$ cat config.mk
export PLATFORM = sky130hd
export DESIGN_NAME = upr_regs
export DESIGN_NICKNAME = d
export VERILOG_FILES = /design/src/shared/upr_pkg.sv /design/src/upr_idle_timer.sv /design/src/upr_iso_gate.sv /design/src/upr_regs.sv
export SDC_FILE = /design/constraint.sdc
export NUM_CORES = 1
export LEC_CHECK = 0
export ABC_AREA = 0
export BUFFER_PORTS_ARGS = -buffer_cell sky130_fd_sc_hd__buf_2
export CORE_MARGIN = 5
export CORE_UTILIZATION = 41
export DETAILED_ROUTE_END_ITERATION = 8
export SYNTH_ARGS = -nofsm -noshare
export SYNTH_HDL_FRONTEND = slang
export SYNTH_SLANG_ARGS = --single-unit
export TNS_END_PERCENT = 1
$ cat constraint.sdc
create_clock -name ref_clk_i -period 5.95 [get_ports ref_clk_i]
set_input_delay 0.8925 -clock ref_clk_i [delete_from_list [all_inputs] [get_ports ref_clk_i]]
set_output_delay 0.8925 -clock ref_clk_i [all_outputs]
set_load 0.01 [all_outputs]
$ cat src/shared/upr_pkg.sv
package upr_pkg;
  // register byte addresses in external data space
  localparam logic [15:0] UPR_ADDR_POWER    = 16'hDE01;
  localparam logic [15:0] UPR_ADDR_IN_FLAG  = 16'hDE02;
  localparam logic [15:0] UPR_ADDR_OUT_FLAG = 16'hDE04;
  localparam logic [15:0] UPR_ADDR_CMN_FLAG = 16'hDE06;
  localparam logic [15:0] UPR_ADDR_IN_EN    = 16'hDE07;
  localparam logic [15:0] UPR_ADDR_OUT_EN   = 16'hDE09;
  localparam logic [15:0] UPR_ADDR_CMN_EN   = 16'hDE0B;
  localparam logic [15:0] UPR_ADDR_FRAME_LO = 16'hDE0C;
  // power control field positions
  localparam int UPR_POW_SUSP_EN  = 0;
  localparam int UPR_POW_SUSPEND  = 1;
  localparam int UPR_POW_RESUME   = 2;
  localparam int UPR_POW_BUS_RST  = 3;
  localparam int UPR_POW_ISO_WAIT = 7;
  // common flag / enable positions
  localparam int UPR_CMN_SLEEP  = 0;
  localparam int UPR_CMN_WAKE   = 1;
  localparam int UPR_CMN_RESET  = 2;
  localparam int UPR_CMN_FRAME  = 3;
  // implemented bit masks and reset values
  localparam logic [7:0] UPR_IN_MASK      = 8'h3F;
  localparam logic [7:0] UPR_OUT_MASK     = 8'h3E;
  localparam logic [7:0] UPR_CMN_MASK     = 8'h0F;
  localparam logic [7:0] UPR_IN_EN_RST    = 8'h3F;
  localparam logic [7:0] UPR_OUT_EN_RST   = 8'h3E;
  localparam logic [7:0] UPR_CMN_EN_RST   = 8'h06;
  localparam logic [7:0] UPR_POW_WR_MASK  = 8'h85;
  // timing
  localparam int UPR_CLK_HZ       = 10_000_000;
  localparam int UPR_IDLE_US      = 3000;
  localparam int UPR_IDLE_CYCLES  = (UPR_IDLE_US * (UPR_CLK_HZ / 1_000_000));
endpackage

$ cat src/upr_idle_timer.sv
// counts continuous bus idle; pulses once when the limit is reached
module upr_idle_timer
  import upr_pkg::*;
#(
  parameter int LIMIT = UPR_IDLE_CYCLES
) (
  input  wire logic ref_clk_i,
  input  wire logic rst_i,
  input  wire logic idle_i,
  output logic      expired_o
);
  localparam int CW = $clog2(LIMIT + 1);
  localparam logic [CW-1:0] LIM = CW'(LIMIT);
  logic [CW-1:0] cnt_q;

  // saturating idle counter, cleared by any bus activity
  always_ff @(posedge ref_clk_i or posedge rst_i) begin
    if (rst_i) begin
      cnt_q <= '0;
    end else if (!idle_i) begin
      cnt_q <= '0;
    end else if (cnt_q != LIM) begin
      cnt_q <= cnt_q + CW'(1);
    end
  end

  assign expired_o = idle_i && (cnt_q == LIM - CW'(1));
endmodule

$ cat src/upr_iso_gate.sv
// per-endpoint zero-length answer window for isochronous IN endpoints
module upr_iso_gate #(
  parameter int EPS = 5
) (
  input  wire logic           ref_clk_i,
  input  wire logic           rst_i,
  input  wire logic           wait_en_i,
  input  wire logic [EPS-1:0] iso_ep_i,
  input  wire logic [EPS-1:0] loaded_rise_i,
  input  wire logic           sof_i,
  output logic [EPS-1:0]      zlp_o
);
  logic [EPS-1:0] win_q;

  // window opens on packet loaded, closes on the first frame start
  always_ff @(posedge ref_clk_i or posedge rst_i) begin
    if (rst_i) begin
      win_q <= '0;
    end else if (sof_i) begin
      win_q <= '0;
    end else begin
      win_q <= win_q | (loaded_rise_i & iso_ep_i);
    end
  end

  assign zlp_o = win_q & iso_ep_i & {EPS{wait_en_i}};
endmodule

$ cat src/upr_regs.sv
// Function
// - iso wait-for-frame sends zero-length packets until frame
// - bus-reset status follows reset signaling
// - suspend status set on entry, only if enabled
// - common flag read or resume clears suspend
// - enter suspend after 3 ms continuous idle
// - IN flags bits 0-5, clear on read
// - OUT flags bits 1-5, clear on read
// - common flags frame/reset/wake/sleep, clear on read
// - IN enable mask bits 0-5, reset to one
// - OUT enable mask bits 1-5, reset to one
// - common enable resets frame 0, reset 1, wake 1, sleep 0
// - low frame byte read-only, resets zero
// - enabled raised flag drives combined interrupt
// - bus reset restores masks and raises reset flag
// - bus activity while suspended raises wake flag
module upr_regs
  import upr_pkg::*;
#(
  parameter int IDLE_LIMIT = UPR_IDLE_CYCLES,
  parameter int EPS        = 5
) (
  input  wire logic           ref_clk_i,
  input  wire logic           rst_i,
  // firmware access in external data space
  input  wire logic [15:0]    addr_i,
  input  wire logic           rd_i,
  input  wire logic           wr_i,
  input  wire logic [7:0]     wdata_i,
  output logic [7:0]          rdata_o,
  // bus-side events from the serial engine
  input  wire logic           bus_reset_i,
  input  wire logic           bus_idle_i,
  input  wire logic           sof_i,
  input  wire logic [10:0]    frame_num_i,
  input  wire logic           ctrl_ep_event_i,
  input  wire logic [EPS:1]   in_ep_event_i,
  input  wire logic [EPS:1]   out_ep_event_i,
  input  wire logic [EPS:1]   in_iso_ep_i,
  input  wire logic [EPS:1]   in_packet_loaded_i,
  output logic [EPS:1]        iso_zlp_o,
  output logic                resume_drive_o,
  output logic                suspended_o,
  output logic                combined_usb_irq_o
);
  logic [7:0]     in_flag_q, out_flag_q, cmn_flag_q;
  logic [7:0]     in_en_q, out_en_q, cmn_en_q;
  logic           iso_wait_q, resume_q, susp_en_q, susp_q, bus_rst_q;
  logic [7:0]     frame_q;
  logic [7:0]     rdata_d;
  logic [7:0]     in_set, out_set, cmn_set;
  logic           rd_in, rd_out, rd_cmn, idle_hit, enter_susp;
  logic [EPS:1]   loaded_q, zlp_d;
  logic           wr_pow;

  // register select, decoded once for flag reads and power writes
  function automatic logic hit(input logic [15:0] a, input logic [15:0] r);
    return a == r;
  endfunction

  assign rd_in  = rd_i && hit(addr_i, UPR_ADDR_IN_FLAG);
  assign rd_out = rd_i && hit(addr_i, UPR_ADDR_OUT_FLAG);
  assign rd_cmn = rd_i && hit(addr_i, UPR_ADDR_CMN_FLAG);
  assign wr_pow = wr_i && hit(addr_i, UPR_ADDR_POWER);

  // continuous idle detection
  upr_idle_timer #(
    .LIMIT (IDLE_LIMIT)
  ) u_idle (
    .ref_clk_i (ref_clk_i),
    .rst_i     (rst_i),
    .idle_i    (bus_idle_i),
    .expired_o (idle_hit)
  );

  assign enter_susp = idle_hit && susp_en_q && !susp_q;

  // event set vectors, independent of enable bits
  always_comb begin
    in_set  = '0;
    out_set = '0;
    cmn_set = '0;
    in_set[0]       = ctrl_ep_event_i;
    in_set[EPS:1]   = in_ep_event_i;
    out_set[EPS:1]  = out_ep_event_i;
    cmn_set[UPR_CMN_FRAME] = sof_i;
    cmn_set[UPR_CMN_RESET] = bus_reset_i && !bus_rst_q;
    cmn_set[UPR_CMN_SLEEP] = enter_susp;
    cmn_set[UPR_CMN_WAKE]  = susp_q && !bus_idle_i && !bus_reset_i;
  end

  // read-to-clear flags; a same-cycle event wins over the clear
  always_ff @(posedge ref_clk_i or posedge rst_i) begin
    if (rst_i) begin
      in_flag_q  <= '0;
      out_flag_q <= '0;
      cmn_flag_q <= '0;
    end else begin
      in_flag_q  <= ((rd_in  ? 8'h00 : in_flag_q)  | in_set)  & UPR_IN_MASK;
      out_flag_q <= ((rd_out ? 8'h00 : out_flag_q) | out_set) & UPR_OUT_MASK;
      cmn_flag_q <= ((rd_cmn ? 8'h00 : cmn_flag_q) | cmn_set) & UPR_CMN_MASK;
    end
  end

  // enable masks; bus reset restores their reset values
  always_ff @(posedge ref_clk_i or posedge rst_i) begin
    if (rst_i) begin
      in_en_q  <= UPR_IN_EN_RST;
      out_en_q <= UPR_OUT_EN_RST;
      cmn_en_q <= UPR_CMN_EN_RST;
    end else if (bus_reset_i) begin
      in_en_q  <= UPR_IN_EN_RST;
      out_en_q <= UPR_OUT_EN_RST;
      cmn_en_q <= UPR_CMN_EN_RST;
    end else if (wr_i) begin
      // reserved top bits are not stored; firmware writes zero there
      if (hit(addr_i, UPR_ADDR_IN_EN))  in_en_q  <= wdata_i & UPR_IN_MASK;
      if (hit(addr_i, UPR_ADDR_OUT_EN)) out_en_q <= wdata_i & UPR_OUT_MASK;
      if (hit(addr_i, UPR_ADDR_CMN_EN)) cmn_en_q <= wdata_i & UPR_CMN_MASK;
    end
  end

  // power control writable bits
  always_ff @(posedge ref_clk_i or posedge rst_i) begin
    if (rst_i) begin
      iso_wait_q <= 1'b0;
      resume_q   <= 1'b0;
      susp_en_q  <= 1'b0;
    end else if (bus_reset_i) begin
      resume_q   <= 1'b0;
    end else if (wr_pow) begin
      iso_wait_q <= wdata_i[UPR_POW_ISO_WAIT];
      resume_q   <= wdata_i[UPR_POW_RESUME]; // firmware times 1 to 15 ms
      susp_en_q  <= wdata_i[UPR_POW_SUSP_EN];
    end
  end

  // suspend status: set on entry, cleared by common read, resume or wake
  always_ff @(posedge ref_clk_i or posedge rst_i) begin
    if (rst_i) begin
      susp_q <= 1'b0;
    end else if (enter_susp) begin
      susp_q <= 1'b1;
    end else if (rd_cmn || resume_q || (wr_pow && wdata_i[UPR_POW_RESUME])) begin
      susp_q <= 1'b0;
    end else if (!bus_idle_i || bus_reset_i) begin
      susp_q <= 1'b0;
    end
  end

  // bus-reset status follows reset signaling
  always_ff @(posedge ref_clk_i or posedge rst_i) begin
    if (rst_i) begin
      bus_rst_q <= 1'b0;
    end else begin
      bus_rst_q <= bus_reset_i;
    end
  end

  // frame number low byte
  always_ff @(posedge ref_clk_i or posedge rst_i) begin
    if (rst_i) begin
      frame_q <= '0;
    end else if (bus_reset_i) begin
      frame_q <= '0;
    end else begin
      frame_q <= frame_num_i[7:0];
    end
  end

  // isochronous zero-length answer window
  always_ff @(posedge ref_clk_i or posedge rst_i) begin
    if (rst_i) begin
      loaded_q <= '0;
    end else begin
      loaded_q <= in_packet_loaded_i;
    end
  end

  upr_iso_gate #(
    .EPS (EPS)
  ) u_iso (
    .ref_clk_i     (ref_clk_i),
    .rst_i         (rst_i),
    .wait_en_i     (iso_wait_q),
    .iso_ep_i      (in_iso_ep_i),
    .loaded_rise_i (in_packet_loaded_i & ~loaded_q),
    .sof_i         (sof_i),
    .zlp_o         (zlp_d)
  );

  // read mux; unmapped and unused bits read zero
  always_comb begin
    rdata_d = 8'h00;
    case (addr_i)
      UPR_ADDR_POWER: begin
        rdata_d[UPR_POW_ISO_WAIT] = iso_wait_q;
        rdata_d[UPR_POW_BUS_RST]  = bus_rst_q;
        rdata_d[UPR_POW_RESUME]   = resume_q;
        rdata_d[UPR_POW_SUSPEND]  = susp_q;
        rdata_d[UPR_POW_SUSP_EN]  = susp_en_q;
      end
      UPR_ADDR_IN_FLAG:  rdata_d = in_flag_q;
      UPR_ADDR_OUT_FLAG: rdata_d = out_flag_q;
      UPR_ADDR_CMN_FLAG: rdata_d = cmn_flag_q;
      UPR_ADDR_IN_EN:    rdata_d = in_en_q;
      UPR_ADDR_OUT_EN:   rdata_d = out_en_q;
      UPR_ADDR_CMN_EN:   rdata_d = cmn_en_q;
      UPR_ADDR_FRAME_LO: rdata_d = frame_q;
      default:           rdata_d = 8'h00;
    endcase
  end

  // registered outputs
  always_ff @(posedge ref_clk_i or posedge rst_i) begin
    if (rst_i) begin
      rdata_o            <= 8'h00;
      iso_zlp_o          <= '0;
      resume_drive_o     <= 1'b0;
      suspended_o        <= 1'b0;
      combined_usb_irq_o <= 1'b0;
    end else begin
      rdata_o            <= rd_i ? rdata_d : 8'h00;
      iso_zlp_o          <= zlp_d;
      resume_drive_o     <= resume_q;
      suspended_o        <= susp_q;
      combined_usb_irq_o <= |{in_flag_q & in_en_q, out_flag_q & out_en_q,
                              cmn_flag_q & cmn_en_q};
    end
  end

  chk_flag_set_wins: assert property (@(posedge ref_clk_i) disable iff (rst_i)
    (rd_cmn && sof_i) |=> cmn_flag_q[UPR_CMN_FRAME])
    else $error("frame flag lost on clearing read");
  chk_in_read_clear: assert property (@(posedge ref_clk_i) disable iff (rst_i)
    (rd_in && in_set == 8'h00) |=> in_flag_q == 8'h00)
    else $error("in flags not cleared by read");
  chk_bus_rst_stat: assert property (@(posedge ref_clk_i) disable iff (rst_i)
    bus_reset_i[*2] |-> bus_rst_q)
    else $error("bus reset status not following reset");
  chk_suspend_only_en: assert property (@(posedge ref_clk_i) disable iff (rst_i)
    $rose(susp_q) |-> $past(susp_en_q))
    else $error("suspend entered while disabled");
  chk_suspend_clear: assert property (@(posedge ref_clk_i) disable iff (rst_i)
    (susp_q && rd_cmn && !enter_susp) |=> !susp_q)
    else $error("suspend not cleared by common read");
  chk_mask_bus_rst: assert property (@(posedge ref_clk_i) disable iff (rst_i)
    bus_reset_i |=> (cmn_en_q == UPR_CMN_EN_RST) && (in_en_q == UPR_IN_EN_RST))
    else $error("masks not restored on bus reset");
  chk_irq_follows: assert property (@(posedge ref_clk_i) disable iff (rst_i)
    (|(cmn_flag_q & cmn_en_q)) |=> combined_usb_irq_o)
    else $error("enabled flag did not raise interrupt");
  chk_wake_flag: assert property (@(posedge ref_clk_i) disable iff (rst_i)
    (susp_q && !bus_idle_i && !bus_reset_i) |=> cmn_flag_q[UPR_CMN_WAKE])
    else $error("wake flag not raised on activity");
  chk_zlp_window: assert property (@(posedge ref_clk_i) disable iff (rst_i)
    sof_i |=> ##1 iso_zlp_o == '0)
    else $error("zero-length answer past frame start");
  chk_out_bit0: assert property (@(posedge ref_clk_i) disable iff (rst_i)
    !out_flag_q[0] && !out_en_q[0])
    else $error("unused out bit set");
endmodule

Yosys cells after proc, flatten, opt, wreduce, memory -nomap -nowiden
Index checks and enable logic that the tools add are counted.

Eq/ne operators: 11. Add/subtract/negate cells: 1. Bitwise logic cells: 13. Reductions and logical operators: 29. Muxes and demuxes: 25.

Operators by type and width (number): $eq A16 B16 Y1 const B (8); $mux W8 (11); $pmux W4 S8 (1); $mux W15 (2); $reduce_or A24 Y1 (1); $and A5 B5 Y5 (4); $pmux W3 S6 (1); $and A6 B8 Y8 (2); $add A15 B1 Y15 const B (1); $eq A15 B15 Y1 const B (1); $ne A15 B15 Y1 const B (1); $mux W6 (2); $or A6 B6 Y6 (2); $logic_and A1 B1 Y1 (11); $reduce_bool A2 Y1 (5); $and A4 B8 Y8 (1); $reduce_and A2 Y1 (4); $mux W1 (5); $mux W5 (1); $not A5 Y5 (1); $or A5 B5 Y5 (1); $pmux W1 S5 (1); $logic_not A1 Y1 (4); $mux W4 (1); 5 further kinds (7).

Bits of input ports: 63. Logic and storage cells: 99. Register bits: 93. Output and inout bits: 16.

Logic depth before layout (Yosys ltp)
Gate-level depths: netlist of run 1.

Depth in word-level cells: 6. Mapped depth: 6. Gate-level depth less buffers: 5.

Modules after synthesis
From an unflattened synthesis of run 1, not the netlist that was laid out.

Cells, all modules: 375. Area total of the unflattened synthesis: 4043.9 um^2.

By module, submodules not included: upr_regs (instances 1, sequential area each 1617.8 um^2, cells an instance 262, area each 2972.9 um^2); upr_idle_timer (instances 1, sequential area each 375.4 um^2, cells an instance 92, area each 867.1 um^2); upr_iso_gate (instances 1, sequential area each 125.1 um^2, cells an instance 21, area each 203.9 um^2).

Worst setup path before layout of run 1
OpenSTA, ideal clock, no wires.

Kind: in2reg. Start: input addr_i[5]. End: register iso_wait_q. Library setup time: 0.125 ns. Stages: 4. Data required time: 5.825 ns. Path buffers: 0. Data arrival time: 2.412 ns. Setup slack: 3.413 ns. Path through: or4_4 -> or4_1 -> nor3_2 -> mux2_2.

Longest elaborated chain between the ends: 3.

Ends and longest elaborated chain: start, declared (line upr_regs.sv:26) `input wire logic [15:0] addr_i,`; $eq A16 B16 Y1 (line upr_regs.sv:58) `return a == r;`; $logic_and A1 B1 Y1 (line upr_regs.sv:64) `assign wr_pow = wr_i && hit(addr_i, UPR_ADDR_POWER);`; $reduce_and A2 Y1 (no source line); end signal, assigned (line upr_regs.sv:132) `iso_wait_q <= wdata_i[UPR_POW_ISO_WAIT];`; end, declared (line upr_regs.sv:48) `logic iso_wait_q, resume_q, susp_en_q, susp_q, bus_rst_q;`.

Every way passes these cells. A chain may end at the register's enable or synchronous reset.

Worst setup path after layout of run 1
Start: input addr_i[8]. End: register susp_en_q.

Longest elaborated chain between the ends: 3.

Ends and longest elaborated chain: $eq A16 B16 Y1 (line upr_regs.sv:58); $logic_and A1 B1 Y1 (line upr_regs.sv:64); $reduce_and A2 Y1 (no source line); end signal, assigned (line upr_regs.sv:134) `susp_en_q <= wdata_i[UPR_POW_SUSP_EN];`; end, declared (line upr_regs.sv:48).

Every way passes these cells.

==> reports/metrics.yaml, run 1 <==
p_comb_share_pct: 7.3
worst_hold_startpoint: "bus_rst_q"
synth_top_area_share_pct: 45.8
max_freq_ghz: 0.389
clockRootBuffer: "clkbuf_8"
worst_pin_slew_ns: 1.03
vdd_ir_drop_max_v: 0.0000981
gp_congestion: 0.848
vias: 3146
whs_path_depth: 1
clkSinkCount: 84
wire_per_inst_microns: 17.0
nets: 499
postCtsResizedCells: 0
post-route-min-period_ns: 2.57
first_iter_violations: 175
die_area_sq_um: 11500
fin_ws_ns: 3.38
swShare_pct: 27.2
synth_edf_count: 0
holdBufCountCts: 0
ff2ff_path_depth: 5
ys_top_cells_by_count: "dfrtp_1, nand3_1, nor2_1"
powerDensity_nw_per_um2: 234
clk_pin_slew_ns: 0.09
ys.flop_type: "dfrtp_1"
p_int_mw: 0.774
crit-reg2reg-capture: "u_idle.cnt_q[1]"
ys_seq_area_share_pct: 54.6
syn_area_per_cell_sq_um: 10.6
synth.distinct_cells: 53
avgViaCountPerCell: 5.54
cts_tree: "done"
fin_worst_skew_ns: 0.0136
grt_pass1_wl_mm: 16.0
rsz0062_at_grt: "no"
dp_hpwl_mm: 6.89
drc: 0
dp_slack_ns: 3.00
area_delta_synth_final_pct: 17.0
ys_seq_elements: 84
coreArea_sq_um: 9240
setup_tns_ns: 0
cp-start-kind: "input pin"
chipHeight_microns: 107
ioPinCount: 79
min_period_over_period_pct: 43.2
status: "complete, no violations"
pwr-share-seq_pct: 54.9
end_kind: "flop"
crit_arrival_ns: 2.82
regToRegSetupSlack_ns: 4.11
setup_viol: 0
relSlewSlack_pct: 31.1
antenna_left: 0
worstPathMaxFanout: 11
gr-total-overflow: 0
synth.top_cells.by_area: "dfrtp_1, dfstp_2, nand3_1"
synthSimpleGateAreaFrac_pct: 21.5
clock_path_buffers: 2
cap_viol_max_count: 0
routed_wl_mm: 9.64
yosysWarnings: 0
nFillCells: 870
rows: 35
antenna_cells: 0
crit_required_ns: 6.20
rr_startpoint: "u_idle.cnt_q[0]"
async_flop_share_pct: 100
htreeDepth: 3
muxShareOfSynthArea_pct: 3.07
grt_max_degree: 85
cts_buffers: 9
hold_path_class: "flop to flop"
synth_area_sq_um: 3880
insertion_delay_ns: 0.37
hold_end: "cmn_flag_q[2]"
synth_largest_area_cell: "dfrtp_1"
worst-setup-path-type: "input pin to flop"
cts_setup_buffers: 0
layout-drive-gt1-share_pct: 27.6
synth.most_common_cell: "dfrtp_1"
dr.pass1.iters: 4
grt_pass1_vias: 3130
synthAdderAreaFrac_pct: 0.646
synth_cells: 365
static-leakage-power_nw: 1.94
synth_top_family_by_area: "simple AND/OR/NAND/NOR gates"
switching_power_mw: 0.289
hold_viol: 0
synth-xor-area-share_pct: 2.03
io_buffers: 74
die_w_microns: 107
antenna_found_initial: 0
clkPwrFrac_pct: 37.8
synth_nets: 430
synth-compound-area-share_pct: 14.6
grt_use_total_pct: 17.6
maxSlewViolCount: 0
start_util_pct: 41.9
-- final cells by class --
class                      count  area (sq um)  area share (%)
tap                          129           161            3.56
clock buffer                   9           124            2.73
timing repair buffer          75           378            8.33
multi-input combinational    249          1620            35.7
clock inverter                 7          78.8            1.74
inverter                      15          57.6            1.27
sequential                    84          2120            46.7
-- how the worst max path moves through the flow --
stage,end,from
after floorplan,bus_rst_q,rst_i
after global placement,susp_en_q,addr_i[13]
after detailed placement,susp_en_q,addr_i[13]
after CTS,susp_en_q,addr_i[13]
after global routing,susp_en_q,addr_i[13]
final,susp_en_q,addr_i[8]
-- stage by stage --
stage / power, mW / instances / utilization (%) / hold slack, ns / cell area (sq um)
CTS: 1.08 / 568 / 49.1 / 0.447 / 4540
floorplan: 0.638 / 365 / - / 0.390 / 3880
global placement: 0.671 / 552 / 46.9 / 0.427 / 4330
global route: 1.11 / 568 / 49.1 / 0.464 / 4540
finish: 1.06 / 568 / 49.1 / 0.441 / 4540
detailed placement: 0.673 / 552 / 46.9 / 0.437 / 4330
-- layout by cell type (no fill, tap or decap), types with 10 or more instances in the layout --
master | Yosys | final
o21ai_0 | 13 | 13
nor2b_1 | 13 | 13
buf_2 | 3 | 74
a21oi_1 | 11 | 11
and3_1 | 12 | 12
nand3_1 | 36 | 36
nor2_1 | 20 | 20
dfstp_2 | 13 | 13
o21ai_1 | 10 | 10
a21o_1 | 14 | 14
inv_1 | 15 | 14
dfrtp_1 | 71 | 71
a22oi_1 | 12 | 12
-- state kept, by name, summed over array words and instances, names as in the netlist, 6 cells and up --
signal        flops
u_idle.cnt_q     15
frame_q           8
rdata_o           8
in_en_q           6
in_flag_q         6
-- cells by family after synthesis --
| family | count (synthesis) |
|---|---|
| compound gates | 85 |
| xor+xnor | 9 |
| fa+ha+maj | 2 |
| buf+inv | 32 |
| flops | 84 |
| mux | 11 |
| simple gates | 142 |
-- layer usage --
layer / part of all wire [%] / vias up / GRT usage (%)
met4: 2.2 / 0 / 5.94
met2: 44 / 104 / 25.6
met5: 0 / - / 0
met1: 47 / 1541 / 25.5
met3: 7.4 / 16 / 4.76
li1: - / 1485 / -
-- power groups by stage --
stage,clock (mW),combinational (mW),sequential [mW]
global placement,0,0.0770,0.594
global route,0.437,0.0882,0.585
CTS,0.415,0.0787,0.584
detailed placement,0,0.0783,0.595
finish,0.403,0.0777,0.584
floorplan,0,0.0446,0.593
-- worst max-delay path, stage by stage --
cell and delay, ns:
buf_2 0.10, nand4b_1 0.52, or4_1 0.72, nor3_2 0.22
mux2_2 0.37
Note: power is estimated with default switching activity, not from simulation.
==> run 2, diff against run 1 <==
- clock period: 5.95 -> 2.4 ns (I/O delays scaled with it)
==> reports/metrics.yaml, run 2 (synthesized netlist as in run 1, its figures left out) <==
crit-reg2reg-capture: "u_idle.cnt_q[1]"
clk_pin_slew_ns: 0.10
hold_viol: 0
rows: 35
nets: 511
ioPinCount: 79
crit_path_end: "u_idle.cnt_q[1]"
drc: 0
layout-drive-gt1-share_pct: 29.3
relSlewSlack_pct: 65.0
insertion_delay_ns: 0.37
clkSinkCount: 84
crit_start: "u_idle.cnt_q[0]"
vdd_ir_drop_max_v: 0.000251
static-leakage-power_nw: 1.99
fin_worst_skew_ns: 0.0131
grt_use_total_pct: 18.0
worstPathMaxFanout: 7
hold_ws_ns: 0.102
worst_pin_slew_ns: 0.519
area_delta_synth_final_pct: 19.3
die_area_sq_um: 11500
clockRootBuffer: "clkbuf_8"
regToRegSetupSlack_ns: 0.56
rr_startpoint: "u_idle.cnt_q[0]"
io_buffers: 74
antenna_found_initial: 0
chipHeight_microns: 107
wire_per_inst_microns: 16.9
gp_congestion: 0.883
hold_path_class: "input pin to flop"
place_area_sq_um: 4430
cts_tree: "done"
pwr-share-seq_pct: 55.6
dr.pass1.iters: 6
ff2ff_path_depth: 5
die_w_microns: 107
rsz0062_at_grt: "no"
largestRegisters: "u_idle.cnt_q x15, frame_q x8, rdata_o x8"
switching_power_mw: 0.689
design_area_sq_um: 4620
clock_path_buffers: 2
worst-setup-path-type: "flop to flop"
cp-start-kind: "flop"
dp_hpwl_mm: 7.12
swShare_pct: 26.5
layout_common_cells: "buf_2, dfrtp_1, nand3_1, nor2_1"
antenna_cells: 0
postCtsResizedCells: 0
min_period_over_period_pct: 76.8
cap_viol_max_count: 0
htreeDepth: 3
status: "complete, no violations"
routed_wl_mm: 9.77
nFillCells: 883
setup_tns_ns: 0
largest-register: "u_idle.cnt_q"
cts_buffers: 9
layoutNonFillerInstCount: 580
start_util_pct: 41.9
clkPwrFrac_pct: 36.4
antenna_left: 0
vias: 3203
post-route-min-period_ns: 1.84
whs_path_depth: 1
largest_reg_flops: 15
setup_viol: 0
max_freq_ghz: 0.543
avgViaCountPerCell: 5.52
grt_pass1_wl_mm: 16.3
maxSlewViolCount: 0
mostFrequentLayoutCell: "buf_2"
crit_required_ns: 2.70
grt_max_degree: 44
powerDensity_nw_per_um2: 563
numPlacedInstances: 563
power_mw: 2.60
coreArea_sq_um: 9240
gr-total-overflow: 0
crit_arrival_ns: 2.14
p_comb_share_pct: 8.0
end_kind: "flop"
first_iter_violations: 181
grt_pass1_vias: 3209
p_int_mw: 1.91
run 2: cell count changes in the layout (fill, tap and decap cells not counted):
cell           before  now
buf_4               1   11
clkinvlp_4          0    2
buf_12              0    1
clkinv_8            2    0
dlygate4sd3_1       0    1
run 2: timing repair:
action                    CTS  global route
hold endpoints to repair   15             0
hold buffers                1             0
setup buffers               0             0
run 2: power groups by stage:
stage	logic [mW]	registers, mW	clock network (mW)
after detailed placement	0.208	1.47	0
after floorplan	0.111	1.47	0
final	0.208	1.45	0.947
after global routing	0.236	1.45	1.02
after CTS	0.211	1.45	0.973
after global placement	0.205	1.47	0
run 2: layout make-up:
type                            instances  area, sq um  area share (%)
Sequential cell                        84         2120            45.8
Clock inverter                          7         58.8            1.27
Clock buffer                            9          124            2.68
Timing Repair Buffer                   87          483            10.4
Inverter                               15         60.1            1.30
Multi-Input combinational cell        249         1620            35.0
Tap cell                              129          161            3.49
run 2: worst min-delay path by stage:
stage                          startpoint               end  slack (ns)
finish              in_packet_loaded_i[3]       loaded_q[3]        0.10
global route        in_packet_loaded_i[5]       loaded_q[5]         0.1
CTS                 in_packet_loaded_i[3]       loaded_q[3]        0.09
detailed placement                  rst_i  u_idle.cnt_q[14]        0.38
global placement                    rst_i  u_idle.cnt_q[12]        0.38
floorplan                        resume_q    resume_drive_o        0.39
run 2: routing by layer:
metal	track usage [%]	share of wire, %	up-vias
met5	0	0	-
met4	7.03	2.2	0
met3	3.31	6.8	21
met2	26.5	45	118
met1	26.2	46	1559
li1	-	-	1505
run 2: stage by stage:
stage / util (%) / worst slack (ns)
5_1_grt: 50.0 / 0.451
4_1_cts: 50.0 / 0.560
3_5_place_dp: 48.0 / 0.192
6_report: 50.0 / 0.557
3_3_place_gp: 48.0 / 0.208
2_1_floorplan: - / 0.396
run 2: critical path, stage by stage (launching register included):
cell and delay, ns:
dfrtp_1 0.46, inv_1 0.08, ha_1 0.13, or4b_2 0.66
or3_1 0.33, a21oi_1 0.12
==> run 3, diff against run 2 <==
- clock period: 2.4 -> 1.8 ns (I/O delays scaled with it)
==> reports/metrics.yaml, run 3 (synthesized netlist as in run 1, its figures left out) <==
status: "complete, no violations"
vdd_ir_drop_max_v: 0.000341
pwr-share-seq_pct: 54.6
swShare_pct: 26.8
largestRegisters: "u_idle.cnt_q x15, frame_q x8, rdata_o x8"
cts_buffers: 9
insertion_delay_ns: 0.37
dp_hpwl_mm: 7.40
grt_pass1_vias: 3265
cap_viol_max_count: 0
regToRegSetupSlack_ns: 0.09
crit_required_ns: 2.06
setup_tns_ns: 0
min_period_over_period_pct: 95.6
hold_path_class: "input pin to asynchronous set/reset pin"
drc: 0
routed_wl_mm: 10.0
hold_ws_ns: 0.0106
max_freq_ghz: 0.581
antenna_cells: 0
worst_pin_slew_ns: 0.432
grt_use_total_pct: 18.6
relSlewSlack_pct: 70.9
mostFrequentLayoutCell: "buf_2"
clkSinkCount: 84
coreArea_sq_um: 9240
crit_arrival_ns: 1.98
cts_tree: "done"
first_iter_violations: 218
avgViaCountPerCell: 5.35
setup_viol: 0
antenna_found_initial: 0
switching_power_mw: 0.945
clock_path_buffers: 2
wire_per_inst_microns: 16.7
rows: 35
rsz0062_at_grt: "yes"
htreeDepth: 3
maxSlewViolCount: 0
gr-total-overflow: 0
static-leakage-power_nw: 2.10
gp_congestion: 0.908
powerDensity_nw_per_um2: 731
clkPwrFrac_pct: 36.8
grt_pass1_wl_mm: 16.7
largest_reg_flops: 15
nFillCells: 885
cp-start-kind: "input pin"
layout_common_cells: "buf_2, dfrtp_1, nand3_1, buf_4, nor2_1"
area_delta_synth_final_pct: 24.4
ioPinCount: 79
die_area_sq_um: 11500
p_int_mw: 2.58
end_kind: "flop"
p_comb_share_pct: 8.7
dr.pass1.iters: 4
antenna_left: 0
vias: 3219
cts_setup_buffers: 0
chipHeight_microns: 107
nets: 533
start_util_pct: 41.9
largest-register: "u_idle.cnt_q"
fin_worst_skew_ns: 0.0172
post-route-min-period_ns: 1.72
clockRootBuffer: "clkbuf_8"
worst-setup-path-type: "input pin to flop"
die_w_microns: 107
io_buffers: 74
layout-drive-gt1-share_pct: 32.3
hold_viol: 0
utilization_pct: 52.2
grt_max_degree: 85
power_mw: 3.53
clk_pin_slew_ns: 0.10
worstPathMaxFanout: 2
==> run 3: path summary, 6_finish.rpt <==
path | from | endpoint | cells past startpoint
max in group asynchronous | rst_i | in_en_q[5] | 3
min in group ref_clk_i | in_packet_loaded_i[2] | loaded_q[2] | 1
max | addr_i[5] | susp_en_q | 5
max reg2reg | u_idle.cnt_q[7] | u_idle.cnt_q[1] | 4
min reg2reg | bus_rst_q | cmn_flag_q[2] | 1
min | rst_i | frame_q[2] | 3
==> run 3: cell type report <==
type / instances / area (sq um) / area share (%)
Clock inverter: 7 / 65.1 / 1.35
Sequential cell: 84 / 2120 / 43.9
Clock buffer: 9 / 124 / 2.57
Multi-Input combinational cell: 249 / 1630 / 33.8
Timing Repair Buffer: 109 / 666 / 13.8
Tap cell: 129 / 161 / 3.35
Inverter: 15 / 60.1 / 1.25
==> run 3: through the flow <==
step / worst slack [ns] / cells / cell area (sq um)
after floorplan: -0.114 / 365 / 3880
after global placement: -0.261 / 583 / 4590
after detailed placement: -0.321 / 583 / 4590
after CTS: 0.0817 / 601 / 4810
after global routing: -0.0124 / 602 / 4820
final: 0.0792 / 602 / 4820
==> run 3: routing by layer <==
metal | vias up | routed length [microns] | global-route usage, %
met1 | 1541 | 4540 | 27.3
met5 | - | 0 | 0
met3 | 9 | 836 | 5.60
met4 | 0 | 110 | 4.11
li1 | 1553 | - | -
met2 | 116 | 4540 | 27.0
==> run 3: what timing repair did <==
action,4_1_cts,5_1_grt
endpoints found under the setup margin,1,2
resized for setup,1,1
hold buffers,2,1
hold endpoints to repair,2,1
==> run 3: worst max-delay path: stages <==
cell and delay, ns:
buf_2 0.10, or4_4 0.52, or4_1 0.52, nor3_2 0.20, mux2_2 0.37
==> run 3: power groups by stage <==
stage / combinational, mW / sequential (mW) / clock [mW]
after floorplan: 0.148 / 1.96 / 0
after global placement: 0.298 / 1.96 / 0
after detailed placement: 0.304 / 1.96 / 0
after CTS: 0.309 / 1.92 / 1.34
after global routing: 0.346 / 1.93 / 1.44
final: 0.306 / 1.92 / 1.30
